==> config.mk <==
export PLATFORM = sky130hd
export DESIGN_NAME = itoc_top
export DESIGN_NICKNAME = d
export VERILOG_FILES = /design/src/verilog/itoc_pkg.sv /design/src/verilog/itoc_prescaler.sv /design/src/verilog/itoc_top.sv
export VERILOG_INCLUDE_DIRS = /design/src /design/src/verilog
export SDC_FILE = /design/constraint.sdc
export NUM_CORES = 1
export LEC_CHECK = 0
export ABC_AREA = 1
export BUFFER_PORTS_ARGS = -buffer_cell sky130_fd_sc_hd__buf_4
export CAP_MARGIN = 20
export CORE_MARGIN = 1.5
export CORE_UTILIZATION = 46
export DETAILED_ROUTE_END_ITERATION = 8
export GPL_TIMING_DRIVEN = 0
export PLACE_DENSITY_LB_ADDON = 0.12
export SYNTH_ARGS = -nofsm -noshare
export SYNTH_HDL_FRONTEND = slang
export SYNTH_SLANG_ARGS = --single-unit
==> constraint.sdc <==
create_clock -name pclk -period 3.1 [get_ports pclk]
set_input_delay 0.465 -clock pclk [delete_from_list [all_inputs] [get_ports pclk]]
set_output_delay 0.465 -clock pclk [all_outputs]
set_load 0.005 [all_outputs]
==> src/verilog/itoc_map.svh <==
`ifndef ITOC_MAP_SVH
`define ITOC_MAP_SVH
// =====================================================
// Register byte addresses (index times four)
`define ITOC_IDX_INTCTL 8'h0b
`define ITOC_IDX_INTCTL_MIR 8'h8b
`define ITOC_IDX_OPTIONS 8'h81
`define ITOC_IDX_PINCTL 8'h90
`define ITOC_ADDR_INTCTL 12'h02c
`define ITOC_ADDR_INTCTL_MIR 12'h22c
`define ITOC_ADDR_OPTIONS 12'h204
`define ITOC_ADDR_PINCTL 12'h240
// =====================================================
// Options field positions
`define ITOC_OPT_PULLUP_DIS 7
`define ITOC_OPT_EDGE_SEL 6
`define ITOC_OPT_CLK_SRC 5
`define ITOC_OPT_SRC_EDGE 4
`define ITOC_OPT_PSA 3
// =====================================================
// Interrupt control field positions
`define ITOC_IC_GIE 7
`define ITOC_IC_PERIPHERAL_IRQ_ENABLE 6
`define ITOC_IC_TIMER_OVERFLOW_IRQ_ENABLE 5
`define ITOC_IC_EXTIE 4
`define ITOC_IC_PCIE 3
`define ITOC_IC_T0F 2
`define ITOC_IC_EXTF 1
`define ITOC_IC_PCF 0
// =====================================================
// Reset values
`define ITOC_OPT_RESET 8'hff
`define ITOC_IC_RESET 8'h00
// =====================================================
// Timing: instruction cycle is four core clocks
`define ITOC_ICYC_DIV 2'd3
`define ITOC_ISR_VECTOR 13'h0004
`endif

==> src/verilog/itoc_pkg.sv <==
package itoc_pkg;
   typedef struct packed {
      logic pullup_dis;
      logic edge_sel;
      logic clk_src;
      logic src_edge;
      logic prescaler_assign;
      logic [2:0] rate;
   } itoc_opt_s;
   typedef struct packed {
      logic global_irq_enable;
      logic peripheral_irq_enable;
      logic timer_overflow_irq_enable;
      logic extie;
      logic pcie;
      logic t0f;
      logic extf;
      logic pcf;
   } itoc_ic_s;
endpackage

==> src/verilog/itoc_prescaler.sv <==
`timescale 1ns/100ps
`default_nettype none
`include "itoc_map.svh"
// =====================================================
// Shared prescaler: 8-bit ripple count, tap by rate
module itoc_prescaler (
   input wire logic pclk, // Core clock
   input wire logic presetn, // Async reset, active low
   input wire logic tick, // Source tick to divide
   input wire logic to_wdt, // Assigned to watchdog
   input wire logic [2:0] rate, // Division code
   input wire logic clear, // Restart count
   output logic out_tick // Divided tick
);
   logic [7:0] cnt_ff;
   logic [7:0] nxt_cnt;
   logic [8:0] carry;
   // Carry chain; bit k toggling from 1 to 0 marks 2^(k+1)
   genvar gi;
   assign carry[0] = tick;
   generate
      for (gi = 0; gi < 8; gi = gi + 1) begin : g_bit
         assign nxt_cnt[gi] = cnt_ff[gi] ^ carry[gi];
         assign carry[gi+1] = carry[gi] & cnt_ff[gi];
      end
   endgenerate
   // Count the ticks
   always_ff @(posedge pclk or negedge presetn) begin
      if (!presetn) begin
         cnt_ff <= 8'h00;
      end else if (clear) begin
         cnt_ff <= 8'h00;
      end else begin
         cnt_ff <= nxt_cnt;
      end
   end
   // Timer taps 1:2^(n+1), watchdog 1:2^n with 000 bypass
   always_comb begin
      if (to_wdt) begin
         out_tick = (rate == 3'h0) ? tick : carry[rate];
      end else begin
         out_tick = carry[{1'b0, rate} + 4'h1];
      end
   end
endmodule
`default_nettype wire

==> src/verilog/itoc_top.sv <==
`timescale 1ns/100ps
`default_nettype none
`include "itoc_map.svh"
module itoc_top
   import itoc_pkg::*;
(
   input wire logic pclk, // Core clock, 20 MHz
   input wire logic presetn, // Async reset, active low
   input wire logic psel, // APB select
   input wire logic penable, // APB access phase
   input wire logic pwrite, // APB direction
   input wire logic [11:0] paddr, // APB byte address
   input wire logic [31:0] pwdata, // APB write data
   output logic [31:0] prdata, // APB read data
   output logic pready, // APB ready
   output logic pslverr, // APB error, unmapped
   input wire logic ext_irq_pin, // External interrupt pin
   input wire logic timer_ext_clock_pin, // Timer external clock
   input wire logic [3:0] upper_port_pins, // Upper port inputs
   input wire logic [7:0] port_latch, // Upper port output latches
   input wire logic periph_irq, // Comparator request, pre-masked
   input wire logic irq_ack, // Core accepts interrupt
   output logic irq_req, // Interrupt request to core
   output logic [12:0] irq_vector, // Vector loaded on accept
   output logic [7:0] pullup_en, // Weak pull-up enables
   output logic [7:0] timer_zero, // Timer counter value
   output logic wdt_tick // Watchdog time-base tick
);

   // Software-visible registers
   itoc_opt_s opt_ff;
   itoc_ic_s ic_ff;

   // Timer, divider and pin history
   logic [7:0] tmr_ff;
   logic [1:0] icyc_ff;
   logic ext_d_ff;
   logic tck_d_ff;
   logic [3:0] port_d_ff;
   logic pins_valid_ff;

   // Bus decode and read path
   logic [31:0] nxt_rdata;
   logic wr_en;
   logic rd_en;
   logic hit_ic;
   logic hit_opt;
   logic hit_pin;
   logic tmr_wr;

   // Event strobes and request terms
   logic icyc_tick;
   logic ext_edge;
   logic tck_edge;
   logic tmr_src;
   logic tmr_inc;
   logic tmr_wrap;
   logic [3:0] pin_chg;
   logic port_chg;
   logic ps_tick;
   logic ps_clear;
   logic t0_req;
   logic ext_req;
   logic pc_req;
   logic per_req;
   logic nxt_irq;

   // =====================================================
   // APB decode; zero wait states, access phase always ready
   assign hit_opt = (paddr == `ITOC_ADDR_OPTIONS);
   assign hit_ic = (paddr == `ITOC_ADDR_INTCTL) || (paddr == `ITOC_ADDR_INTCTL_MIR);
   assign hit_pin = (paddr == `ITOC_ADDR_PINCTL);

   // Strobes; writes land at the access edge only
   assign wr_en = psel && penable && pwrite && (hit_opt || hit_ic || hit_pin);
   assign rd_en = psel && !penable && !pwrite;
   assign tmr_wr = wr_en && hit_pin;

   // Read mux; timer value readable for polling
   always_comb begin
      nxt_rdata = 32'h0000_0000;
      if (hit_opt) begin
         nxt_rdata[7:0] = opt_ff;
      end else if (hit_ic) begin
         nxt_rdata[7:0] = ic_ff;
      end else if (hit_pin) begin
         nxt_rdata[7:0] = tmr_ff;
      end
   end

   // Read data registered in setup, so outputs stay flopped
   always_ff @(posedge pclk or negedge presetn) begin
      if (!presetn) begin
         prdata <= 32'h0000_0000;
      end else if (rd_en) begin
         prdata <= nxt_rdata;
      end
   end

   // Ready and error flopped from the setup phase
   always_ff @(posedge pclk or negedge presetn) begin
      if (!presetn) begin
         pready <= 1'b0;
         pslverr <= 1'b0;
      end else begin
         pready <= psel && !penable;
         pslverr <= psel && !penable && !(hit_opt || hit_ic || hit_pin);
      end
   end

   // =====================================================
   // Options register
   always_ff @(posedge pclk or negedge presetn) begin
      if (!presetn) begin
         opt_ff <= `ITOC_OPT_RESET;
      end else if (wr_en && hit_opt) begin
         opt_ff <= pwdata[7:0];
      end
   end

   // Pull-ups off when disabled, else follow latches
   always_ff @(posedge pclk or negedge presetn) begin
      if (!presetn) begin
         pullup_en <= 8'h00;
      end else begin
         pullup_en <= opt_ff.pullup_dis ? 8'h00 : port_latch;
      end
   end

   // =====================================================
   // Instruction-cycle enable, one pulse per four clocks
   always_ff @(posedge pclk or negedge presetn) begin
      if (!presetn) begin
         icyc_ff <= 2'd0;
      end else begin
         icyc_ff <= (icyc_ff == `ITOC_ICYC_DIV) ? 2'd0 : icyc_ff + 2'd1;
      end
   end

   // Tick on the last phase of the count
   assign icyc_tick = (icyc_ff == `ITOC_ICYC_DIV);

   // Previous pin samples for edge detection; pins are synchronous
   always_ff @(posedge pclk or negedge presetn) begin
      if (!presetn) begin
         ext_d_ff <= 1'b0;
         tck_d_ff <= 1'b0;
         port_d_ff <= 4'h0;
      end else begin
         ext_d_ff <= ext_irq_pin;
         tck_d_ff <= timer_ext_clock_pin;
         port_d_ff <= upper_port_pins;
      end
   end

   // Edges held off until the first pin sample is taken, so a pin
   // already high at reset release gives no false edge
   always_ff @(posedge pclk or negedge presetn) begin
      if (!presetn) begin
         pins_valid_ff <= 1'b0;
      end else begin
         pins_valid_ff <= 1'b1;
      end
   end

   // Edge selection on external pin
   assign ext_edge = pins_valid_ff &&
                     (opt_ff.edge_sel ? (ext_irq_pin && !ext_d_ff) : (!ext_irq_pin && ext_d_ff));

   // Timer clock pin edge: 1 falling, 0 rising
   assign tck_edge = pins_valid_ff &&
                     (opt_ff.src_edge ? (!timer_ext_clock_pin && tck_d_ff) :
                      (timer_ext_clock_pin && !tck_d_ff));

   // Source pick; external edges count once per selected pin edge
   assign tmr_src = opt_ff.clk_src ? tck_edge : icyc_tick;

   // Per-pin change; any one pin sets the flag
   genvar pi;
   generate
      for (pi = 0; pi < 4; pi = pi + 1) begin : g_pin
         assign pin_chg[pi] = pins_valid_ff && (upper_port_pins[pi] != port_d_ff[pi]);
      end
   endgenerate
   assign port_chg = |pin_chg;

   // =====================================================
   // Shared prescaler; source is timer or watchdog clock
   assign ps_clear = tmr_wr || (wr_en && hit_opt);

   // One divider, steered by the assign bit
   itoc_prescaler u_ps (
      .pclk(pclk),
      .presetn(presetn),
      .tick(opt_ff.prescaler_assign ? icyc_tick : tmr_src),
      .to_wdt(opt_ff.prescaler_assign),
      .rate(opt_ff.rate),
      .clear(ps_clear),
      .out_tick(ps_tick)
   );

   // Watchdog gets prescaled tick or raw cycle tick
   always_ff @(posedge pclk or negedge presetn) begin
      if (!presetn) begin
         wdt_tick <= 1'b0;
      end else begin
         wdt_tick <= opt_ff.prescaler_assign ? ps_tick : icyc_tick;
      end
   end

   // Timer bypasses prescaler when it is with the watchdog
   assign tmr_inc = opt_ff.prescaler_assign ? tmr_src : ps_tick;
   // Overflow on any increment strobe at 0xff, even when a same-cycle load wins
   assign tmr_wrap = tmr_inc && (tmr_ff == 8'hff);

   // Counter; a software load wins over a same-cycle count
   always_ff @(posedge pclk or negedge presetn) begin
      if (!presetn) begin
         tmr_ff <= 8'h00;
      end else if (tmr_wr) begin
         tmr_ff <= pwdata[7:0];
      end else if (tmr_inc) begin
         tmr_ff <= tmr_ff + 8'h01;
      end
   end

   // Count copy to the port, flopped like every output
   always_ff @(posedge pclk or negedge presetn) begin
      if (!presetn) begin
         timer_zero <= 8'h00;
      end else begin
         timer_zero <= tmr_ff;
      end
   end

   // =====================================================
   // Interrupt control: enables by software; flags set win over clear
   always_ff @(posedge pclk or negedge presetn) begin
      if (!presetn) begin
         ic_ff <= `ITOC_IC_RESET;
      end else begin
         if (wr_en && hit_ic) begin
            ic_ff <= pwdata[7:0];
         end
         if (irq_ack) begin
            ic_ff.global_irq_enable <= 1'b0;
         end

         // Hardware sets regardless of enables
         if (tmr_wrap) begin
            ic_ff.t0f <= 1'b1;
         end
         if (ext_edge) begin
            ic_ff.extf <= 1'b1;
         end
         if (port_chg) begin
            ic_ff.pcf <= 1'b1;
         end
      end
   end

   // Per-source terms; peripheral also needs its own group enable
   assign t0_req = ic_ff.timer_overflow_irq_enable && ic_ff.t0f;
   assign ext_req = ic_ff.extie && ic_ff.extf;
   assign pc_req = ic_ff.pcie && ic_ff.pcf;
   assign per_req = ic_ff.peripheral_irq_enable && periph_irq;

   // Global enable gates all; accept drops the flopped request one clock later
   assign nxt_irq = ic_ff.global_irq_enable && !irq_ack && (t0_req || ext_req || pc_req || per_req);

   // Request and vector flopped for the core
   always_ff @(posedge pclk or negedge presetn) begin
      if (!presetn) begin
         irq_req <= 1'b0;
         irq_vector <= 13'h0000;
      end else begin
         irq_req <= nxt_irq;
         irq_vector <= `ITOC_ISR_VECTOR;
      end
   end

endmodule
`default_nettype wire

[Word level (Yosys, flattened, before mapping)]
Index checks and enable logic that the tools add are counted.
Operators by class
  magnitude comparators: 2
  reduce and logical (&&, ||, !) cells: 48
  bitwise operators: 16
  $add $sub $neg: 3
  multiplexer cells: 25
  eq/ne operators: 10
Operators by type and width (count)
  8-bit two-way mux: 8
  12-bit by 10-bit equality test with 1-bit output, second input constant: 3
  1-bit logical AND: 26
  1-bit two-way mux: 14
  12-bit by 6-bit equality test with 1-bit output, second input constant: 1
  2-bit nonzero test: 5
  8-bit by 1-bit adder with 8-bit output, second input constant: 1
  1-bit AND: 8
  8-bit equality test, second input constant: 1
  1-bit zero test: 8
  1-bit XOR: 8
  1-bit logical OR: 7
  3-bit by 5-bit less-than comparator with 1-bit output, second input constant: 1
  4-bit by 5-bit less-than comparator with 1-bit output, second input constant: 1
  3-bit by 1-bit adder with 4-bit output, second input constant: 1
  1-bit binary-select mux with 4-bit select: 1
  1-bit != test: 4
  4-bit OR reduction: 1
  1-bit binary-select mux with 3-bit select: 1
  3-bit zero test: 1
  2-bit by 1-bit adder with 2-bit output, second input constant: 1
  2-bit equality test, second input constant: 1
  2-bit two-way mux: 1
Word-level totals
  bits in registers: 69
  word-level logic and storage cells: 132
  output and inout port bits: 65
  input port bits: 65

[Logic depth before layout (Yosys ltp)]
  word-level depth: 20
  gate-level depth with buffers: 24
  depth with buffers taken out: 24

[Cells and area by module]
Synthesis repeated with hierarchy kept, for this count alone.
Second synthesis, totals
  cell total of the unflattened synthesis: 486
  area, all modules: 3878.7 um2
By module, submodules not included
  itoc_top: cells an instance 392, instances 1, area an instance 3234.4 um2, seq. area each 1536.5 um2
  itoc_prescaler: cells an instance 94, instances 1, area an instance 644.4 um2, seq. area each 200.2 um2

[Worst setup path before layout]
OpenSTA, ideal clock, no wires.
  path kind: register to register
  from: register icyc_ff[0]
  to: register tmr_ff[0]
  cell stages (with the launch flop): 24
  period minus slack after synthesis: 3.366 ns
  arrival time: 3.249 ns
  buffers on the path: 0
  data required time: 2.983 ns
  path slack: -0.266 ns
  library setup time: 0.117 ns
  cells stage by stage: dfrtp_1 ha_1 inv_1 or2_1 nand3_1 nand2_1 inv_1 ha_1 ha_1 ha_1 ha_1 ha_1 ha_1 ha_1 o21ai_0 a21oi_1 o21ai_1 inv_1 nand2_1 nand2_1 nand2_1 nand2_1 nand2_1 nand2_1
Between the ends
  cells in the longest elaborated chain, start to end: 16
  elaborated cells between the ends (all ways): 19
  classes of those cells: 1 x eq/ne; 9 x mux; 8 x bitwise; 1 x reduce/logical
RTL lines
  from (decl): RTL line itoc_top.sv:36  | logic [1:0] icyc_ff;
  from (signal assigned): RTL line itoc_top.sv:136  | icyc_ff <= (icyc_ff == `ITOC_ICYC_DIV) ? 2'd0 : icyc_ff + 2'd1;
  2-bit equality test (no line) (*)
  1-bit two-way mux: RTL line itoc_top.sv:176  | assign tmr_src = opt_ff.clk_src ? tck_edge : icyc_tick;
  1-bit two-way mux: RTL line itoc_top.sv:195  | .tick(opt_ff.prescaler_assign ? icyc_tick : tmr_src),
  1-bit AND (7 in series): RTL line itoc_prescaler.sv:24  | assign carry[gi+1] = carry[gi] & cnt_ff[gi];
  1-bit AND / 1-bit binary-select mux with 3-bit select (equally long branches): RTL line itoc_prescaler.sv:24, itoc_prescaler.sv:40
  1-bit binary-select mux with 4-bit select / 1-bit two-way mux (equally long branches): RTL line itoc_prescaler.sv:42, itoc_prescaler.sv:40
  1-bit two-way mux (on tied branches): RTL line itoc_prescaler.sv:42, itoc_prescaler.sv:40
  1-bit two-way mux: RTL line itoc_prescaler.sv:39  | if (to_wdt) begin
  1-bit two-way mux (*): RTL line itoc_top.sv:212  | assign tmr_inc = opt_ff.prescaler_assign ? tmr_src : ps_tick;
  2-bit nonzero test (no line) (*)
  to (signal assigned): RTL line itoc_top.sv:221  | tmr_ff <= pwdata[7:0];
  to (signal assigned): RTL line itoc_top.sv:223  | tmr_ff <= tmr_ff + 8'h01;
  to (decl): RTL line itoc_top.sv:35  | logic [7:0] tmr_ff;
Every way passes the cells marked *; elsewhere a longest branch is shown, timed or not. The select of a mux whose other input is x is not followed.
A chain may end at the register's enable or synchronous reset.

[Final worst setup path]
  from: register opt_ff[4] (netlist name)
  to: register tmr_ff[3]
Between the ends
  cells in the longest elaborated chain, start to end: 17
  elaborated cells between the ends (all ways): 20
  classes of those cells: 10 x mux; 8 x bitwise; 2 x reduce/logical
RTL lines
  from (decl): RTL line itoc_top.sv:31  | itoc_opt_s opt_ff;
  from (signal assigned): RTL line itoc_top.sv:115  | opt_ff <= `ITOC_OPT_RESET;
  from (signal assigned): RTL line itoc_top.sv:117  | opt_ff <= pwdata[7:0];
  1-bit two-way mux (*): RTL line itoc_top.sv:172  | (opt_ff.src_edge ? (!timer_ext_clock_pin && tck_d_ff) :
  1-bit logical AND (*): RTL line itoc_top.sv:171  | assign tck_edge = pins_valid_ff &&
  1-bit two-way mux (*): RTL line itoc_top.sv:176
  1-bit two-way mux: RTL line itoc_top.sv:195
  1-bit AND (7 in series): RTL line itoc_prescaler.sv:24
  1-bit AND / 1-bit binary-select mux with 3-bit select (equally long branches): RTL line itoc_prescaler.sv:24, itoc_prescaler.sv:40
  1-bit binary-select mux with 4-bit select / 1-bit two-way mux (equally long branches): RTL line itoc_prescaler.sv:42, itoc_prescaler.sv:40
  1-bit two-way mux (on tied branches): RTL line itoc_prescaler.sv:42, itoc_prescaler.sv:40
  1-bit two-way mux: RTL line itoc_prescaler.sv:39
  1-bit two-way mux (*): RTL line itoc_top.sv:212
  2-bit nonzero test (no line) (*)
Marked as above.

==> results.tsv <==
stage	metric	value	unit
route	DR DRC count	0	
yosys	Synth Flop Type	dfrtp_1	
setup_path	Setup crit end kind	register	
placement	I/O Buffers	69	
clock_tree	Sink Count	69	
die	Initial Utilization	48.1	%
power_and_ir_drop	Power Density	354	mW/mm^2
clock_tree	CTS tree	built	
yosys	Syn Inst Count	418	
finish	Area growth, synth to finish	42.2	%
finish	share of cells above drive strength 1	43.9	%
placement	gpl congestion	0.826	
timing	fmax	0.314	GHz
clock_tree	CTS Buffer Depth	2	
die	row count	32	
finish	commonest cells after routing, fill and taps aside	buf_4, dfrtp_1, nand2_1, inv_1, conb_1	
route	routed wire length	9.17	mm
timing	Tcrit/Tclk final	103	%
timing	worst slew pin tran	862	ps
finish	NumNets Final	653	
die	die area	0.00872	sq mm
timing	Final WS setup	-88.8	ps
finish	commonest non-fill, non-tap cell in the layout	buf_4	
timing	clock skew	8.19	ps
yosys	Seq/Total Area, Yosys	46.2	%
global_route	first-pass GRT wire length	14.2	mm
finish	Final Util	68.4	%
yosys	Avg Cell Area, Syn	8.99	sq um
setup_path	Crit path arrival time	3420	ps
timing	Final Max Tran Viols	0	
route	via count	3299	
clock_tree	Worst-path clk slew	70	ps
clock_tree	Worst-Skew Late Latency	340	ps
setup_path	Worst Path Max Fanout	8	
timing	Final Hold Vio Count	0	
timing	RSZ-0062 raised after global routing	true	
setup_path	Crit Path Class	register to register	
setup_path	CP required	3330	ps
route	vias per std cell	4.83	
die	IO Pins	130	
global_route	GRT overflow	0	
yosys	post-synth design cell area	0.00376	sq mm
placement	Post-DP HPWL	5.78	mm
global_route	largest net degree at the start of global routing	70	
route	average wire per standard cell	13.4	um
route	DR pass1 iterations	5	
route	First DRT Iteration DRCs	237	
timing	hold slack	212	ps
global_route	gr usage total	21.2	%
power_and_ir_drop	Worst IR Drop VDD	0.296	mV
timing	min Tclk post-route	3190	ps
yosys	Ys Warns	0	
hold_path	worst min-delay path class	input port to async pin	
yosys	Post-synth EDFFs	0	
yosys	Post-synth ARST share	100	%
clock_tree	H-tree depth	3	
placement	worst slack, placed	-407	ps
clock_tree	clock root buffer master	clkbuf_8	
yosys	#FFs+latches synth	69	
die	Chip Height	93.4	um
timing	Setup-failing EPs final	9	
global_route	vias in the first global route	2989	
yosys	Unique masters post-synth	42	
die	Core Region	0.00781	sq mm
clock_tree	Num CTS Buffers	9	
finish	fillcell total	631	
status	failing checks	negative setup slack	
flow_run	Max Cap Viol	0	
finish	# diodes	0	
route	Routed Antenna Nets	0	
die	Die W	93.4	um
power_and_ir_drop	overall power	1.89	mW
setup_path	Setup crit start kind	register	
global_route	initial antenna violation count	0	
timing	Slew HR	42.5	%
power_and_ir_drop	Leakage	2.71	nW
status	status	finished with violations	
state kept, by name, summed over array words and instances, names as in the netlist:
signal       count
ic_ff            8
opt_ff           8
prdata           8
pullup_en        8
timer_zero       8
tmr_ff           8
u_ps.cnt_ff      8
port_d_ff        4
icyc_ff          2
ext_d_ff         1
irq_req          1
irq_vector       1
pready           1
pslverr          1
tck_d_ff         1
wdt_tick         1
cells in the mapped netlist (3+ instances only):
| library cell | n | share of area [%] |
|---|---|---|
| inv_1 | 54 | 5.4 |
| o21ai_1 | 10 | 1.3 |
| nand2_1 | 73 | 7.3 |
| nor3_1 | 7 | 0.93 |
| ha_1 | 12 | 4.0 |
| nor2_1 | 24 | 2.4 |
| dfrtp_1 | 61 | 41 |
| o21ai_2 | 12 | 2.8 |
| nor2_2 | 8 | 1.3 |
| o21ai_0 | 10 | 1.3 |
| nor3_2 | 3 | 0.80 |
| clkbuf_1 | 4 | 0.40 |
| a21oi_1 | 19 | 2.5 |
| xor2_1 | 4 | 0.93 |
| nand3_1 | 24 | 3.2 |
| xnor2_1 | 6 | 1.4 |
| nor4_1 | 3 | 0.50 |
| nand4_1 | 4 | 0.67 |
| buf_4 | 37 | 7.4 |
| nand2_2 | 3 | 0.50 |
| a2bb2oi_1 | 4 | 0.93 |
| dfstp_2 | 8 | 5.6 |
worst max-delay path: stages, from the launching register on:
cell     delay [ps]
dfstp_2         550
inv_2            40
nand3_2          50
nand2_2          50
nand2_2          70
nand3_2          80
nand2_2         100
inv_2            50
ha_4            160
ha_4            160
ha_4            160
ha_4            160
ha_4            160
ha_4            160
ha_4            170
o21ai_2         100
a21oi_1          50
o21ai_1         180
inv_1            90
nand2_2         100
nand2_4          90
nand2_8         100
nand2_8         100
nand2_2         120
nand2_1          50
cell families after synthesis:
group / count (synthesis) / share of synthesized area, %
other cells: 2 / 0.200
flops: 69 / 46.2
simple gates: 161 / 21.3
fa+ha+maj: 12 / 4.00
compound gates: 61 / 11.0
mux: 1 / 0.266
xor+xnor: 10 / 2.33
buf+inv: 102 / 14.7
timing repair:
item                                    4_1_cts  5_1_grt
setup buffers                                35        8
gates resized for setup                      20       33
hold endpoints to repair                      0        0
cloned                                        1        0
hold buffers                                  0        0
endpoints found under the setup margin        9       10
pin swaps                                    17       26
per-stage QoR:
step	setup TNS [ps]	area (sq um)	cells
CTS	-9.52	5130	676
floorplan	0	3910	453
global route	-1940	5340	683
finish	-573	5340	683
global placement	-3330	4560	624
detailed placement	-3340	4560	624
metal layers:
metal | track usage, % | vias to the layer above | wire length (um)
met3 | 3.66 | 23 | 675
met1 | 27.7 | 1511 | 3860
met5 | 0 | - | 0
met2 | 34.1 | 162 | 4430
met4 | 10.1 | 0 | 208
li1 | - | 1603 | -
final cells by class:
cell class / count / area [sq um] / share of cell area, %
clock inverters: 6 / 63.8 / 1.19
well taps: 102 / 128 / 2.39
repair buffers: 111 / 862 / 16.1
multi-input cells: 283 / 1870 / 35.1
clock buffers: 10 / 128 / 2.39
plain buffers: 44 / 320 / 5.99
inverters: 58 / 231 / 4.33
flip-flops and latches: 69 / 1740 / 32.5
power breakdown:
part / total (mW) / switching (mW) / internal, mW
Combinational: 0.220 / 0.0993 / 0.121
Clock: 0.721 / 0.351 / 0.370
Sequential: 0.948 / 0.0171 / 0.931
worst paths after layout:
| path | start | endpoint | slack, ps | cells after the start |
|---|---|---|---|---|
| setup / recovery | opt_ff[4] | tmr_ff[3] | -90 | 24 |
| hold / removal | presetn | port_d_ff[0] | 210 | 1 |
| setup reg to reg | opt_ff[4] | tmr_ff[3] | -90 | 24 |
| hold reg to reg | tmr_ff[1] | timer_zero[1] | 490 | 0 |
| max in group asynchronous | presetn | prdata[6] | 2300 | 1 |
| min in group pclk | upper_port_pins[3] | port_d_ff[3] | 240 | 1 |
No activity file was read; power rests on OpenSTA's default activity.
